==> src/mce_pkg.sv <==
package mce_pkg;

  // Clock and long-silence timing
  localparam int unsigned     CLK_HZ           = 200_000_000;
  localparam int unsigned     COMM_TIMEOUT_H   = 6;
  localparam int unsigned     SEC_PER_H        = 3600;
  localparam longint unsigned COMM_TIMEOUT_CYC =
    longint'(COMM_TIMEOUT_H) * longint'(SEC_PER_H) * longint'(CLK_HZ);
  localparam int              CNT_W            = 48;

  // Event slots; code of a slot is EVT_BASE plus its index
  localparam logic [7:0] EVT_BASE = 8'h6e;
  localparam int         EV_LOST  = 0;
  localparam int         EV_OK    = 1;
  localparam int         EV_BATT  = 2;
  localparam int         EV_FRAUD = 3;
  localparam int         EV_CLOCK = 4;
  localparam int         EV_NEW   = 5;
  localparam int         EV_PERM  = 6;
  localparam int         EV_N     = 7;

  // Register byte offsets
  localparam logic [7:0] REG_CTRL  = 8'h00;
  localparam logic [7:0] REG_STATE = 8'h04;
  localparam logic [7:0] REG_LAST  = 8'h08;
  localparam logic [7:0] REG_PEND  = 8'h0c;
  localparam logic [7:0] REG_COUNT = 8'h10;

  // Control fields and reset values
  localparam int   CTRL_EN_BIT   = 0;
  localparam int   CTRL_BIND_BIT = 1;
  localparam logic CTRL_EN_RST   = 1'b1;

  // AXI responses
  localparam logic [1:0] RESP_OKAY   = 2'h0;
  localparam logic [1:0] RESP_SLVERR = 2'h2;

  // Status word carried in each meter message
  typedef struct packed {
    logic [5:0] spare;
    logic       temp_sensor_fault;
    logic       calib_fault;
    logic       system_hardware_fault;
    logic       software_fault;
    logic       clock_sync_fault;
    logic       tamper_magnetic;
    logic       tamper_case;
    logic       tamper_pressure_port_zero;
    logic       tamper_pressure_port_two;
    logic       battery_low;
  } mce_stat_s;

  // One received message: valid is a one-cycle pulse
  typedef struct packed {
    logic      valid;
    mce_stat_s status;
  } mce_msg_s;

  typedef logic [7:0] mce_code_t;

endpackage

==> src/mce_ch2_monitor.sv <==
// Our own choices: register access over AXI4-Lite and the register addresses.
`timescale 1ns/1ps
module mce_ch2_monitor #(
  parameter longint unsigned TIMEOUT_CYCLES = mce_pkg::COMM_TIMEOUT_CYC,
  parameter int              ADDR_W         = 8
) (
  // Clock and reset
  input  wire logic              aclk,
  input  wire logic              aresetn,
  // AXI4-Lite write
  input  wire logic [ADDR_W-1:0] awaddr,
  input  wire logic              awvalid,
  output logic                   awready,
  input  wire logic [31:0]       wdata,
  input  wire logic [3:0]        wstrb,
  input  wire logic              wvalid,
  output logic                   wready,
  output logic [1:0]             bresp,
  output logic                   bvalid,
  input  wire logic              bready,
  // AXI4-Lite read
  input  wire logic [ADDR_W-1:0] araddr,
  input  wire logic              arvalid,
  output logic                   arready,
  output logic [31:0]            rdata,
  output logic [1:0]             rresp,
  output logic                   rvalid,
  input  wire logic              rready,
  // Meter messages
  input  wire mce_pkg::mce_msg_s msg,
  // Event log hand-off
  output logic                   evt_valid,
  output mce_pkg::mce_code_t     evt_code,
  input  wire logic              evt_ready
);
  import mce_pkg::*;

  // Refuse sizes the logic cannot serve
  generate
    if (TIMEOUT_CYCLES < 1 || TIMEOUT_CYCLES >= (64'd1 << CNT_W)) begin
      $error("TIMEOUT_CYCLES out of range");
    end
    if (ADDR_W < 5 || ADDR_W > 8) begin
      $error("ADDR_W must be 5 to 8");
    end
  endgenerate

  localparam logic [CNT_W-1:0] TMO_LAST = CNT_W'(TIMEOUT_CYCLES - 1);

  logic              en_reg;
  logic              lost_reg;
  logic              await_reg;
  logic              prev_ok_reg;
  mce_stat_s         prev_reg;
  logic [CNT_W-1:0]  cnt_reg;
  logic [EV_N-1:0]   pend_reg;
  logic [EV_N-1:0]   pend_next;
  logic [31:0]       count_reg;
  logic              evt_valid_reg;
  mce_code_t         evt_code_reg;
  logic              aw_hold_reg;
  logic              w_hold_reg;
  logic [7:0]        wa_reg;
  logic [31:0]       wd_reg;
  logic [3:0]        ws_reg;
  logic              bvalid_reg;
  logic [1:0]        bresp_reg;
  logic              rvalid_reg;
  logic [1:0]        rresp_reg;
  logic [31:0]       rdata_reg;

  // Bus write decode
  logic do_write;
  logic wr_ctrl;
  logic wr_mapped;
  logic bind_w;
  assign do_write  = aw_hold_reg && w_hold_reg && !bvalid_reg;
  assign wr_ctrl   = do_write && (wa_reg == REG_CTRL) && ws_reg[0];
  assign wr_mapped = (wa_reg == REG_CTRL) || (wa_reg == REG_STATE) ||
                     (wa_reg == REG_LAST) || (wa_reg == REG_PEND) ||
                     (wa_reg == REG_COUNT);
  assign bind_w    = wr_ctrl && wd_reg[CTRL_BIND_BIT];

  // Message qualification and edge finding
  logic      msg_ok;
  logic      tmo_hit;
  mce_stat_s rise_w;
  assign msg_ok  = msg.valid && en_reg;
  assign tmo_hit = en_reg && !msg_ok && !lost_reg && (cnt_reg == TMO_LAST);
  assign rise_w  = (msg_ok && prev_ok_reg) ? (msg.status & ~prev_reg) : '0;

  // Event sources
  logic [EV_N-1:0] set_w;
  assign set_w[EV_LOST]  = tmo_hit;
  assign set_w[EV_OK]    = msg_ok && lost_reg;
  assign set_w[EV_BATT]  = rise_w.battery_low;
  assign set_w[EV_FRAUD] = rise_w.tamper_pressure_port_two ||
                           rise_w.tamper_pressure_port_zero ||
                           rise_w.tamper_case || rise_w.tamper_magnetic;
  assign set_w[EV_CLOCK] = rise_w.clock_sync_fault;
  assign set_w[EV_NEW]   = msg_ok && await_reg && !bind_w;
  assign set_w[EV_PERM]  = rise_w.software_fault ||
                           rise_w.system_hardware_fault ||
                           rise_w.calib_fault || rise_w.temp_sensor_fault;

  // Lowest pending slot goes out first
  logic [2:0] pick_idx;
  logic       pick_any;
  always_comb begin
    pick_idx = '0;
    pick_any = 1'b0;
    for (int i = EV_N - 1; i >= 0; i--) begin
      if (pend_reg[i]) begin
        pick_idx = 3'(i);
        pick_any = 1'b1;
      end
    end
  end

  // Output stage reloads when empty or drained; new sets beat the take
  logic            load_w;
  logic [EV_N-1:0] take_w;
  assign load_w    = !evt_valid_reg || evt_ready;
  assign take_w    = (load_w && pick_any) ? (EV_N'(1) << pick_idx) : '0;
  assign pend_next = (pend_reg & ~take_w) | set_w;

  // Silence counter; held at zero while lost so the loss fires once
  always_ff @(posedge aclk) begin
    if (!aresetn || !en_reg || msg_ok || lost_reg || tmo_hit) begin
      cnt_reg <= '0;
    end else begin
      cnt_reg <= cnt_reg + 1'b1;
    end
  end

  // Link and binding state
  always_ff @(posedge aclk) begin
    if (!aresetn) begin
      lost_reg    <= 1'b0;
      await_reg   <= 1'b0;
      prev_ok_reg <= 1'b0;
      prev_reg    <= '0;
    end else begin
      if (tmo_hit) begin
        lost_reg <= 1'b1;
      end else if (msg_ok) begin
        lost_reg <= 1'b0;
      end
      if (msg_ok) begin
        prev_reg <= msg.status;
      end
      // New device starts with no history, so no stale edges
      if (bind_w) begin
        await_reg   <= 1'b1;
        prev_ok_reg <= 1'b0;
      end else if (msg_ok) begin
        await_reg   <= 1'b0;
        prev_ok_reg <= 1'b1;
      end
    end
  end

  // Pending events and event log hand-off
  always_ff @(posedge aclk) begin
    if (!aresetn) begin
      pend_reg      <= '0;
      evt_valid_reg <= 1'b0;
      evt_code_reg  <= '0;
      count_reg     <= '0;
    end else begin
      pend_reg <= pend_next;
      if (load_w && pick_any) begin
        evt_valid_reg <= 1'b1;
        evt_code_reg  <= EVT_BASE + {5'h00, pick_idx};
      end else if (evt_ready) begin
        evt_valid_reg <= 1'b0;
      end
      if (evt_valid_reg && evt_ready) begin
        count_reg <= count_reg + 1'b1;
      end
    end
  end

  // Control register
  always_ff @(posedge aclk) begin
    if (!aresetn) begin
      en_reg <= CTRL_EN_RST;
    end else if (wr_ctrl) begin
      en_reg <= wd_reg[CTRL_EN_BIT];
    end
  end

  // Write channels taken in either order, response after both
  always_ff @(posedge aclk) begin
    if (!aresetn) begin
      aw_hold_reg <= 1'b0;
      w_hold_reg  <= 1'b0;
      wa_reg      <= '0;
      wd_reg      <= '0;
      ws_reg      <= '0;
      bvalid_reg  <= 1'b0;
      bresp_reg   <= RESP_OKAY;
    end else begin
      if (awvalid && awready) begin
        aw_hold_reg <= 1'b1;
        wa_reg      <= 8'(awaddr);
      end else if (do_write) begin
        aw_hold_reg <= 1'b0;
      end
      if (wvalid && wready) begin
        w_hold_reg <= 1'b1;
        wd_reg     <= wdata;
        ws_reg     <= wstrb;
      end else if (do_write) begin
        w_hold_reg <= 1'b0;
      end
      if (do_write) begin
        bvalid_reg <= 1'b1;
        bresp_reg  <= wr_mapped ? RESP_OKAY : RESP_SLVERR;
      end else if (bready) begin
        bvalid_reg <= 1'b0;
      end
    end
  end

  // Read decode; only aligned listed offsets answer OKAY
  logic [7:0]  ra_w;
  logic        rd_mapped;
  logic [31:0] rd_word;
  assign ra_w      = 8'(araddr);
  assign rd_mapped = (ra_w == REG_CTRL) || (ra_w == REG_STATE) ||
                     (ra_w == REG_LAST) || (ra_w == REG_PEND) ||
                     (ra_w == REG_COUNT);
  assign rd_word   =
    (ra_w == REG_CTRL)  ? {31'h0000_0000, en_reg} :
    (ra_w == REG_STATE) ? {29'h0000_0000, prev_ok_reg, await_reg,
                           lost_reg} :
    (ra_w == REG_LAST)  ? {16'h0000, prev_reg} :
    (ra_w == REG_PEND)  ? {25'h000_0000, pend_reg} :
    (ra_w == REG_COUNT) ? count_reg : 32'h0000_0000;

  // Read channel: one outstanding, answer the cycle after the address
  always_ff @(posedge aclk) begin
    if (!aresetn) begin
      rvalid_reg <= 1'b0;
      rresp_reg  <= RESP_OKAY;
      rdata_reg  <= '0;
    end else if (arvalid && arready) begin
      rvalid_reg <= 1'b1;
      rresp_reg  <= rd_mapped ? RESP_OKAY : RESP_SLVERR;
      rdata_reg  <= rd_word;
    end else if (rready) begin
      rvalid_reg <= 1'b0;
    end
  end

  // Port drive
  assign awready   = !aw_hold_reg;
  assign wready    = !w_hold_reg;
  assign bvalid    = bvalid_reg;
  assign bresp     = bresp_reg;
  assign arready   = !rvalid_reg;
  assign rvalid    = rvalid_reg;
  assign rresp     = rresp_reg;
  assign rdata     = rdata_reg;
  assign evt_valid = evt_valid_reg;
  assign evt_code  = evt_code_reg;
endmodule

==> config.mk <==
export PLATFORM = sky130hd
export DESIGN_NAME = mce_ch2_monitor
export DESIGN_NICKNAME = d
export VERILOG_FILES = /design/src/mce_pkg.sv /design/src/mce_ch2_monitor.sv
export SDC_FILE = /design/constraint.sdc
export NUM_CORES = 1
export LEC_CHECK = 0
export ABC_CLOCK_PERIOD_IN_PS = 5000
export BUFFER_PORTS_ARGS = -buffer_cell sky130_fd_sc_hd__buf_2
export CAP_MARGIN = 20
export CORE_ASPECT_RATIO = 0.75
export CORE_MARGIN = 2
export CORE_UTILIZATION = 50
export CTS_CLUSTER_SIZE = 25
export DETAILED_ROUTE_END_ITERATION = 6
export GPL_TIMING_DRIVEN = 1
export PLACE_DENSITY = 0.73
export SYNTH_ARGS = -nofsm -noshare
export SYNTH_HDL_FRONTEND = slang
export SYNTH_SLANG_ARGS = --single-unit
==> constraint.sdc <==
create_clock -name aclk -period 5 [get_ports aclk]
set_input_delay 0.5 -clock aclk [delete_from_list [all_inputs] [get_ports aclk]]
set_output_delay 0.5 -clock aclk [all_outputs]
set_load 0.05 [all_outputs]
==> qor.txt, run 1 <==
Status: completed
Yosys warnings: 0
Min-delay src: wvalid
Dpl hpwl: 10770 µm
CP Launch Type: register
Number of synthesized flops with an enable pin: 0
Final count of negative-setup-slack endpoints: 0
Clock sinks: 163
Setup_tns: 0 ns
Initial Util: 50.98%
R2R Setup Slk: 1.84 ns
Hold Crit Endpoint: w_hold_reg
R2R cell count: 6
Via count of the first global-routing pass: 5303
Initial drt markers: 512
Area growth syn-to-layout: 15.55%
Clock skew: 0.01160 ns
Grt met2 use: 30.95%
Largest net degree at the start of global routing: 65
RSZ-0062 raised after global routing: no
Routed length per instance: 14.81 µm
Die Wd: 140.5 µm
Cell family with most CP delay: simple AND/OR/NAND/NOR gates
Global route hottest layer: met1
Count of buffer and inverter cells on the critical path: 0
Layout cell share with drive strength beyond 1: 15.90%
Drt first pass iters: 6
Met3 Use GR: 5.586%
Worst R2R End: cnt_reg[14]
Die area: 0.01494 mm²
Die Ht: 106.4 µm
Clock transition at the registers of the reported paths: 0.07 ns
Largest family of logic cells by synthesized area: simple AND/OR/NAND/NOR gates
Worst Hold Class: in -> reg
Initial antenna violation count: 2
Nets: 960
Cell area after synthesis: 0.006985 mm²
Fin. max-slew vios: 0
Crit-path max cell delay: 0.79 ns
Synth Area in Compound Gates: 8.580%
Clock period minus worst slack: 3.164 ns
Seq/Total Area, Yosys: 46.71%
Via density: 5.451
# DRC: 0
Ports: 127
Synthesized instance count: 809
Detail Route Antenna Nets: 0
FMAX: 316.1 MHz
Cts hold-fix bufs: 0
CP required: 5.28 ns
Hold Path Depth: 3
Final WL: 15840 µm
Final WS setup: 1.836 ns
Mux contribution to synthesized area: 3.152%
CTS tree: built
Clock buffer depth: 2
Cell chain of the critical path: ha_1 -> nand4_2 -> or4_1 -> or4_4 -> nand2_2 -> nor2_1
Worst flop-to-flop path startpoint: cnt_reg[0]
Seq cells post-synth: 163
Leakage power: 3.068 nW
Relative slew slack: 34.81%
Dpl cells: 1035
VDD IR-drop max: 298.6 µV
Finished Layout Cells: 1069
Unique masters post-synth: 55
Final hold vios: 0
Max FO, Critical Path: 47
Met1 Track Usage GR: 31.99%
Total global routing overflow: 0
Crit-path slowest cell: or4_1
Adder-Cell Fraction of Synth Area: 0.5373%
Critical path class: reg -> reg
Global-route wire length before repair: 26280 µm
Avg Cell Area, Syn: 8.635 µm²
CP endpoint kind: register
Row count: 37
Via count: 5827
Area share of xor/xnor cells in the synthesized design: 9.654%
Core area: 0.01370 mm²
Post-Synth Simple-Gate Area: 26.94%
Global placer's final weighted congestion: 0.8297
Number of fill cells in the layout: 1250
IO Port Bufs: 90
Tightest Pin Transition: 0.9698 ns
Pwr dens: 346.2 mW/mm²
Arrival @ worst endpoint: 3.44 ns
Number of max-cap violations: 0
Final hold slack: 0.2895 ns
Post_cts resized: 0
CTS buffer count: 17
Period utilization: 63.27%
Predominant post-synthesis flop cell: dfxtp_1
Root Buffer: clkbuf_16
Post-CTS Setup Bufs: 0
Skew-Pair Late Insertion Delay: 0.43 ns
Max reg flops: 48
Ys async rst share: 0%
Gr usage total: 21.90%
Setup slack at placement: 1.872 ns
H-tree lvl count: 4
[layout make-up]
class	count	area, µm²	share of cell area (%)
multi-input combinational	583	3440	42.61
sequential	163	3263	40.43
timing repair buffer	97	506.7	6.278
clock buffer	17	425.4	5.271
tap	175	219.0	2.713
clock inverter	15	146.4	1.814
inverter	18	68.82	0.8526
antenna	1	2.502	0.03100
[how the worst max path moves through the flow]
stage / cells after the start / endpoint / start
4_1_cts: 6 / cnt_reg[14] / cnt_reg[0]
2_1_floorplan: 9 / cnt_reg[38] / cnt_reg[0]
3_5_place_dp: 6 / cnt_reg[10] / cnt_reg[0]
6_report: 6 / cnt_reg[14] / cnt_reg[0]
5_1_grt: 6 / cnt_reg[22] / cnt_reg[0]
3_3_place_gp: 6 / cnt_reg[41] / cnt_reg[0]
[synth_stat cells, types with 3 or more instances]
cell type | instances | area (µm²)
mux2i_1 | 22 | 220.2
nor2b_1 | 7 | 43.79
buf_4 | 4 | 30.03
or4_1 | 4 | 30.03
nor2_1 | 147 | 551.8
inv_1 | 17 | 63.81
dfxtp_1 | 163 | 3263
buf_8 | 3 | 45.04
and2_1 | 6 | 37.54
nor4_1 | 19 | 118.9
or3_1 | 6 | 37.54
a22oi_1 | 16 | 120.1
nand3_1 | 33 | 165.2
nor3b_1 | 4 | 30.03
ha_1 | 3 | 37.54
nor3_1 | 13 | 65.06
and3_1 | 14 | 87.58
nand2b_1 | 7 | 43.79
a221oi_1 | 5 | 43.79
a222oi_1 | 8 | 80.08
buf_2 | 4 | 20.02
and4_1 | 7 | 61.31
xor2_1 | 48 | 420.4
clkbuf_1 | 34 | 127.6
nand4_1 | 30 | 187.7
o21ai_0 | 9 | 45.04
xnor2_1 | 29 | 254.0
a21oi_1 | 37 | 185.2
nand2_1 | 72 | 270.3
o22ai_1 | 4 | 25.02
nor4b_1 | 3 | 26.28
[cells by family (layout without fill, tap and decap cells)]
kind of cell	after synthesis	in the layout
other	1	4
adders and majority gates	3	3
and+or+nand+nor	386	386
DFF	163	163
xor gates and xnor gates	77	77
muxes	22	22
buffers and inverters	65	147
AOI/OAI and AO/OA	92	92
[per-layer routing]
metal	up-vias	wire length (µm)
li1	2947	-
met1	2693	8106
met2	164	6514
met3	21	954
met4	2	248
met5	-	13
[power by group]
part	total [W]	switching [W]	internal, W
logic	0.000184	0.000128	0.0000564
clock network	0.00127	0.000569	0.000699
registers	0.00134	0.0000190	0.00132
total	0.00279	0.000716	0.00208
[through the flow]
step	util (%)	area [µm²]	total power, W
6_report	58.90	8071	0.002795
5_1_grt	58.90	8071	0.002893
4_1_cts	58.80	8058	0.002817
3_5_place_dp	54.63	7486	0.001555
3_3_place_gp	54.57	7478	0.001552
2_1_floorplan	-	6993	0.001508
[layout by cell type, fill, tap and decap left out, types with 22 or more instances in the layout]
master   count
a21oi_1     37
buf_2       90
dfxtp_1    163
mux2i_1     22
nand2_1     72
nand3_1     33
nand4_1     30
nor2_1     147
xnor2_1     29
xor2_1      48
[worst reg2reg max path: stages (launching register included)]
cell and delay (ns):
dfxtp_1 0.36, ha_1 0.27, nand4_2 0.19, or4_1 0.79
or4_4 0.60, nand2_2 0.68, nor2_1 0.13
(Power assumes the default switching activity.)
==> run 2: changes to the inputs <==
- ABC_CLOCK_PERIOD_IN_PS: 5000 -> 2900
- PLACE_DENSITY: 0.73 -> 0.76
- clock period: 5 -> 2.9 ns (I/O delays scaled with it)
==> run 2 against run 1 <==
Net effect: worst setup slack worse by 1.5 ns; critical path depth up 1; first-iteration DRC count down 16%; final cell count up 0.56%; global-route usage down 0.30 points; register-to-register slack worse by 1.5 ns; largest cell class unchanged; highest routed layer is now met4.
==> qor.txt, run 2 (same netlist as run 1, synthesis figures left out) <==
Routed met1 length: 8273 µm (was 8106 µm)
Highest Signal Layer: met4 (was met5)
CTS tree: built (unchanged)
H-tree lvl count: 4 (unchanged)
Arrival @ worst endpoint: 2.82 ns (was 3.44 ns)
Final Power: 0.004898 W (was 0.002795 W)
FMAX: 397.2 MHz (was 316.1 MHz)
Final hold slack: 0.09024 ns (was 0.2895 ns)
IO Port Bufs: 90 (unchanged)
R2R Setup Slk: 0.38 ns (was 1.84 ns)
Die Wd: 140.5 µm (unchanged)
Global placer's final weighted congestion: 0.8158 (was 0.8297)
CP Launch Type: register (unchanged)
Setup_tns: 0 ns (unchanged)
Die area: 0.01494 mm² (unchanged)
Psw: 0.001223 W (was 0.0007155 W)
Fin. max-slew vios: 0 (unchanged)
Row count: 37 (unchanged)
Via count: 5794 (was 5827)
Ports: 127 (unchanged)
Gr usage total: 21.60% (was 21.90%)
Via density: 5.390 (was 5.451)
# DRC: 0 (unchanged)
RSZ-0062 raised after global routing: no (unchanged)
Global-route wire length before repair: 25880 µm (was 26280 µm)
Post-CTS Setup Bufs: 0 (unchanged)
Commonest non-fill, non-tap cell in the layout: dfxtp_1 (unchanged)
Initial drt markers: 432 (was 512)
Clock buffer depth: 2 (unchanged)
Final count of negative-setup-slack endpoints: 0 (unchanged)
Post_cts resized: 0 (unchanged)
P_int: 0.003675 W (was 0.002079 W)
Clock period minus worst slack: 2.518 ns (was 3.164 ns)
Sequential power share: 47.3% (was 48.0%)
Layout cell share with drive strength beyond 1: 16.33% (was 15.90%)
Max FO, Critical Path: 20 (was 47)
Logic gate share of total power: 6.7% (was 6.6%)
CP endpoint kind: register (unchanged)
Status: completed (unchanged)
Period utilization: 86.82% (was 63.27%)
Cts hold-fix bufs: 0 (unchanged)
Routed length per instance: 14.59 µm (was 14.81 µm)
Die Ht: 106.4 µm (unchanged)
Root Buffer: clkbuf_16 (unchanged)
Clock transition at the registers of the reported paths: 0.07 ns (about the same)
Detail Route Antenna Nets: 0 (unchanged)
Area growth syn-to-layout: 16.71% (was 15.55%)
Clock skew: 0.01269 ns (was 0.01160 ns)
Worst Hold Class: in -> reg (unchanged)
Drt first pass iters: 5 (was 6)
Switch share: 24.97% (was 25.60%)
Placement Cell Area: 0.007559 mm² (was 0.007486 mm²)
Largest net degree at the start of global routing: 63 (was 65)
Tightest Pin Transition: 0.8743 ns (was 0.9698 ns)
Clock sinks: 163 (unchanged)
Leakage power: 3.118 nW (was 3.068 nW)
Pwr dens: 600.8 mW/mm² (was 346.2 mW/mm²)
Design area: 0.008153 mm² (was 0.008071 mm²)
Final WL: 15680 µm (was 15840 µm)
Number of max-cap violations: 0 (unchanged)
CTS buffer count: 17 (unchanged)
Core area: 0.01370 mm² (unchanged)
Via count of the first global-routing pass: 5190 (was 5303)
Met2 wire length: 6304 µm (was 6514 µm)
Initial antenna violation count: 1 (was 2)
Nets: 967 (was 960)
Skew-Pair Late Insertion Delay: 0.42 ns (was 0.43 ns)
CP required: 3.20 ns (was 5.28 ns)
Critical path class: reg -> reg (unchanged)
Most frequent cells in the layout: 163 x dfxtp_1, 147 x nor2_1, 90 x buf_2 (unchanged)
Initial Util: 50.98% (unchanged)
ANT cells: 0 (was 1)
Clk pwr share: 46.1% (was 45.4%)
Max reg flops: 48 (unchanged)
VDD IR-drop max: 391.1 µV (was 298.6 µV)
Total global routing overflow: 0 (unchanged)
Relative slew slack: 41.59% (was 34.81%)
Met3 WL: 974 µm (was 954 µm)
Dpl hpwl: 10640 µm (was 10770 µm)
Final hold vios: 0 (unchanged)
run 2: cell types whose count changed in the layout (fill, tap and decap cells not counted), sizes merged:
cell    delta
buf        +7
bufinv     +1
diode      -1
inv        -1
run 2: worst paths after layout:
kind	from	endpoint	depth (start not counted)
max	cnt_reg[0]	cnt_reg[47]	7
min	wvalid	w_hold_reg	3
max reg2reg	cnt_reg[0]	cnt_reg[47]	7
min reg2reg	prev_reg[11]	prev_reg[11]	2
run 2: cell type report:
| class | count | area [µm²] |
|---|---|---|
| sequential | 163 | 3263 |
| clock inverter | 15 | 168.9 |
| timing repair buffer | 104 | 580.6 |
| inverter | 18 | 68.82 |
| clock buffer | 17 | 425.4 |
| multi-input combinational | 583 | 3427 |
| tap | 175 | 219.0 |
| fill | 1163 | 5550 |
run 2: power groups by stage:
stage | logic [W] | clock network (W) | registers (W)
floorplan | 0.000198 | 0 | 0.00240
global placement | 0.000322 | 0 | 0.00236
finish | 0.000327 | 0.00226 | 0.00232
global route | 0.000356 | 0.00237 | 0.00232
detailed placement | 0.000324 | 0 | 0.00237
CTS | 0.000326 | 0.00229 | 0.00231
run 2: stage by stage:
step           worst slack (ns)  cells  utilization (%)
2_1_floorplan            0.5004    811                -
3_3_place_gp             0.4358   1043            55.16
3_5_place_dp             0.4253   1043            55.16
6_report                 0.3821   1075            59.50
4_1_cts                  0.3892   1075            59.50
5_1_grt                  0.2948   1075            59.50
run 2: critical path: stages (launching register included):
cell and delay [ns]:
dfxtp_1 0.37, ha_1 0.26, nand4_2 0.17, or4_1 0.60, or4_4 0.54, nand2_2 0.12
buf_4 0.25, nor2_1 0.08
run 2: routing by layer:
layer,track usage (%),up-vias
li1,-,2957
met1,33.34,2663
met2,30.43,164
met3,4.459,10
met4,5.643,0
met5,0,-
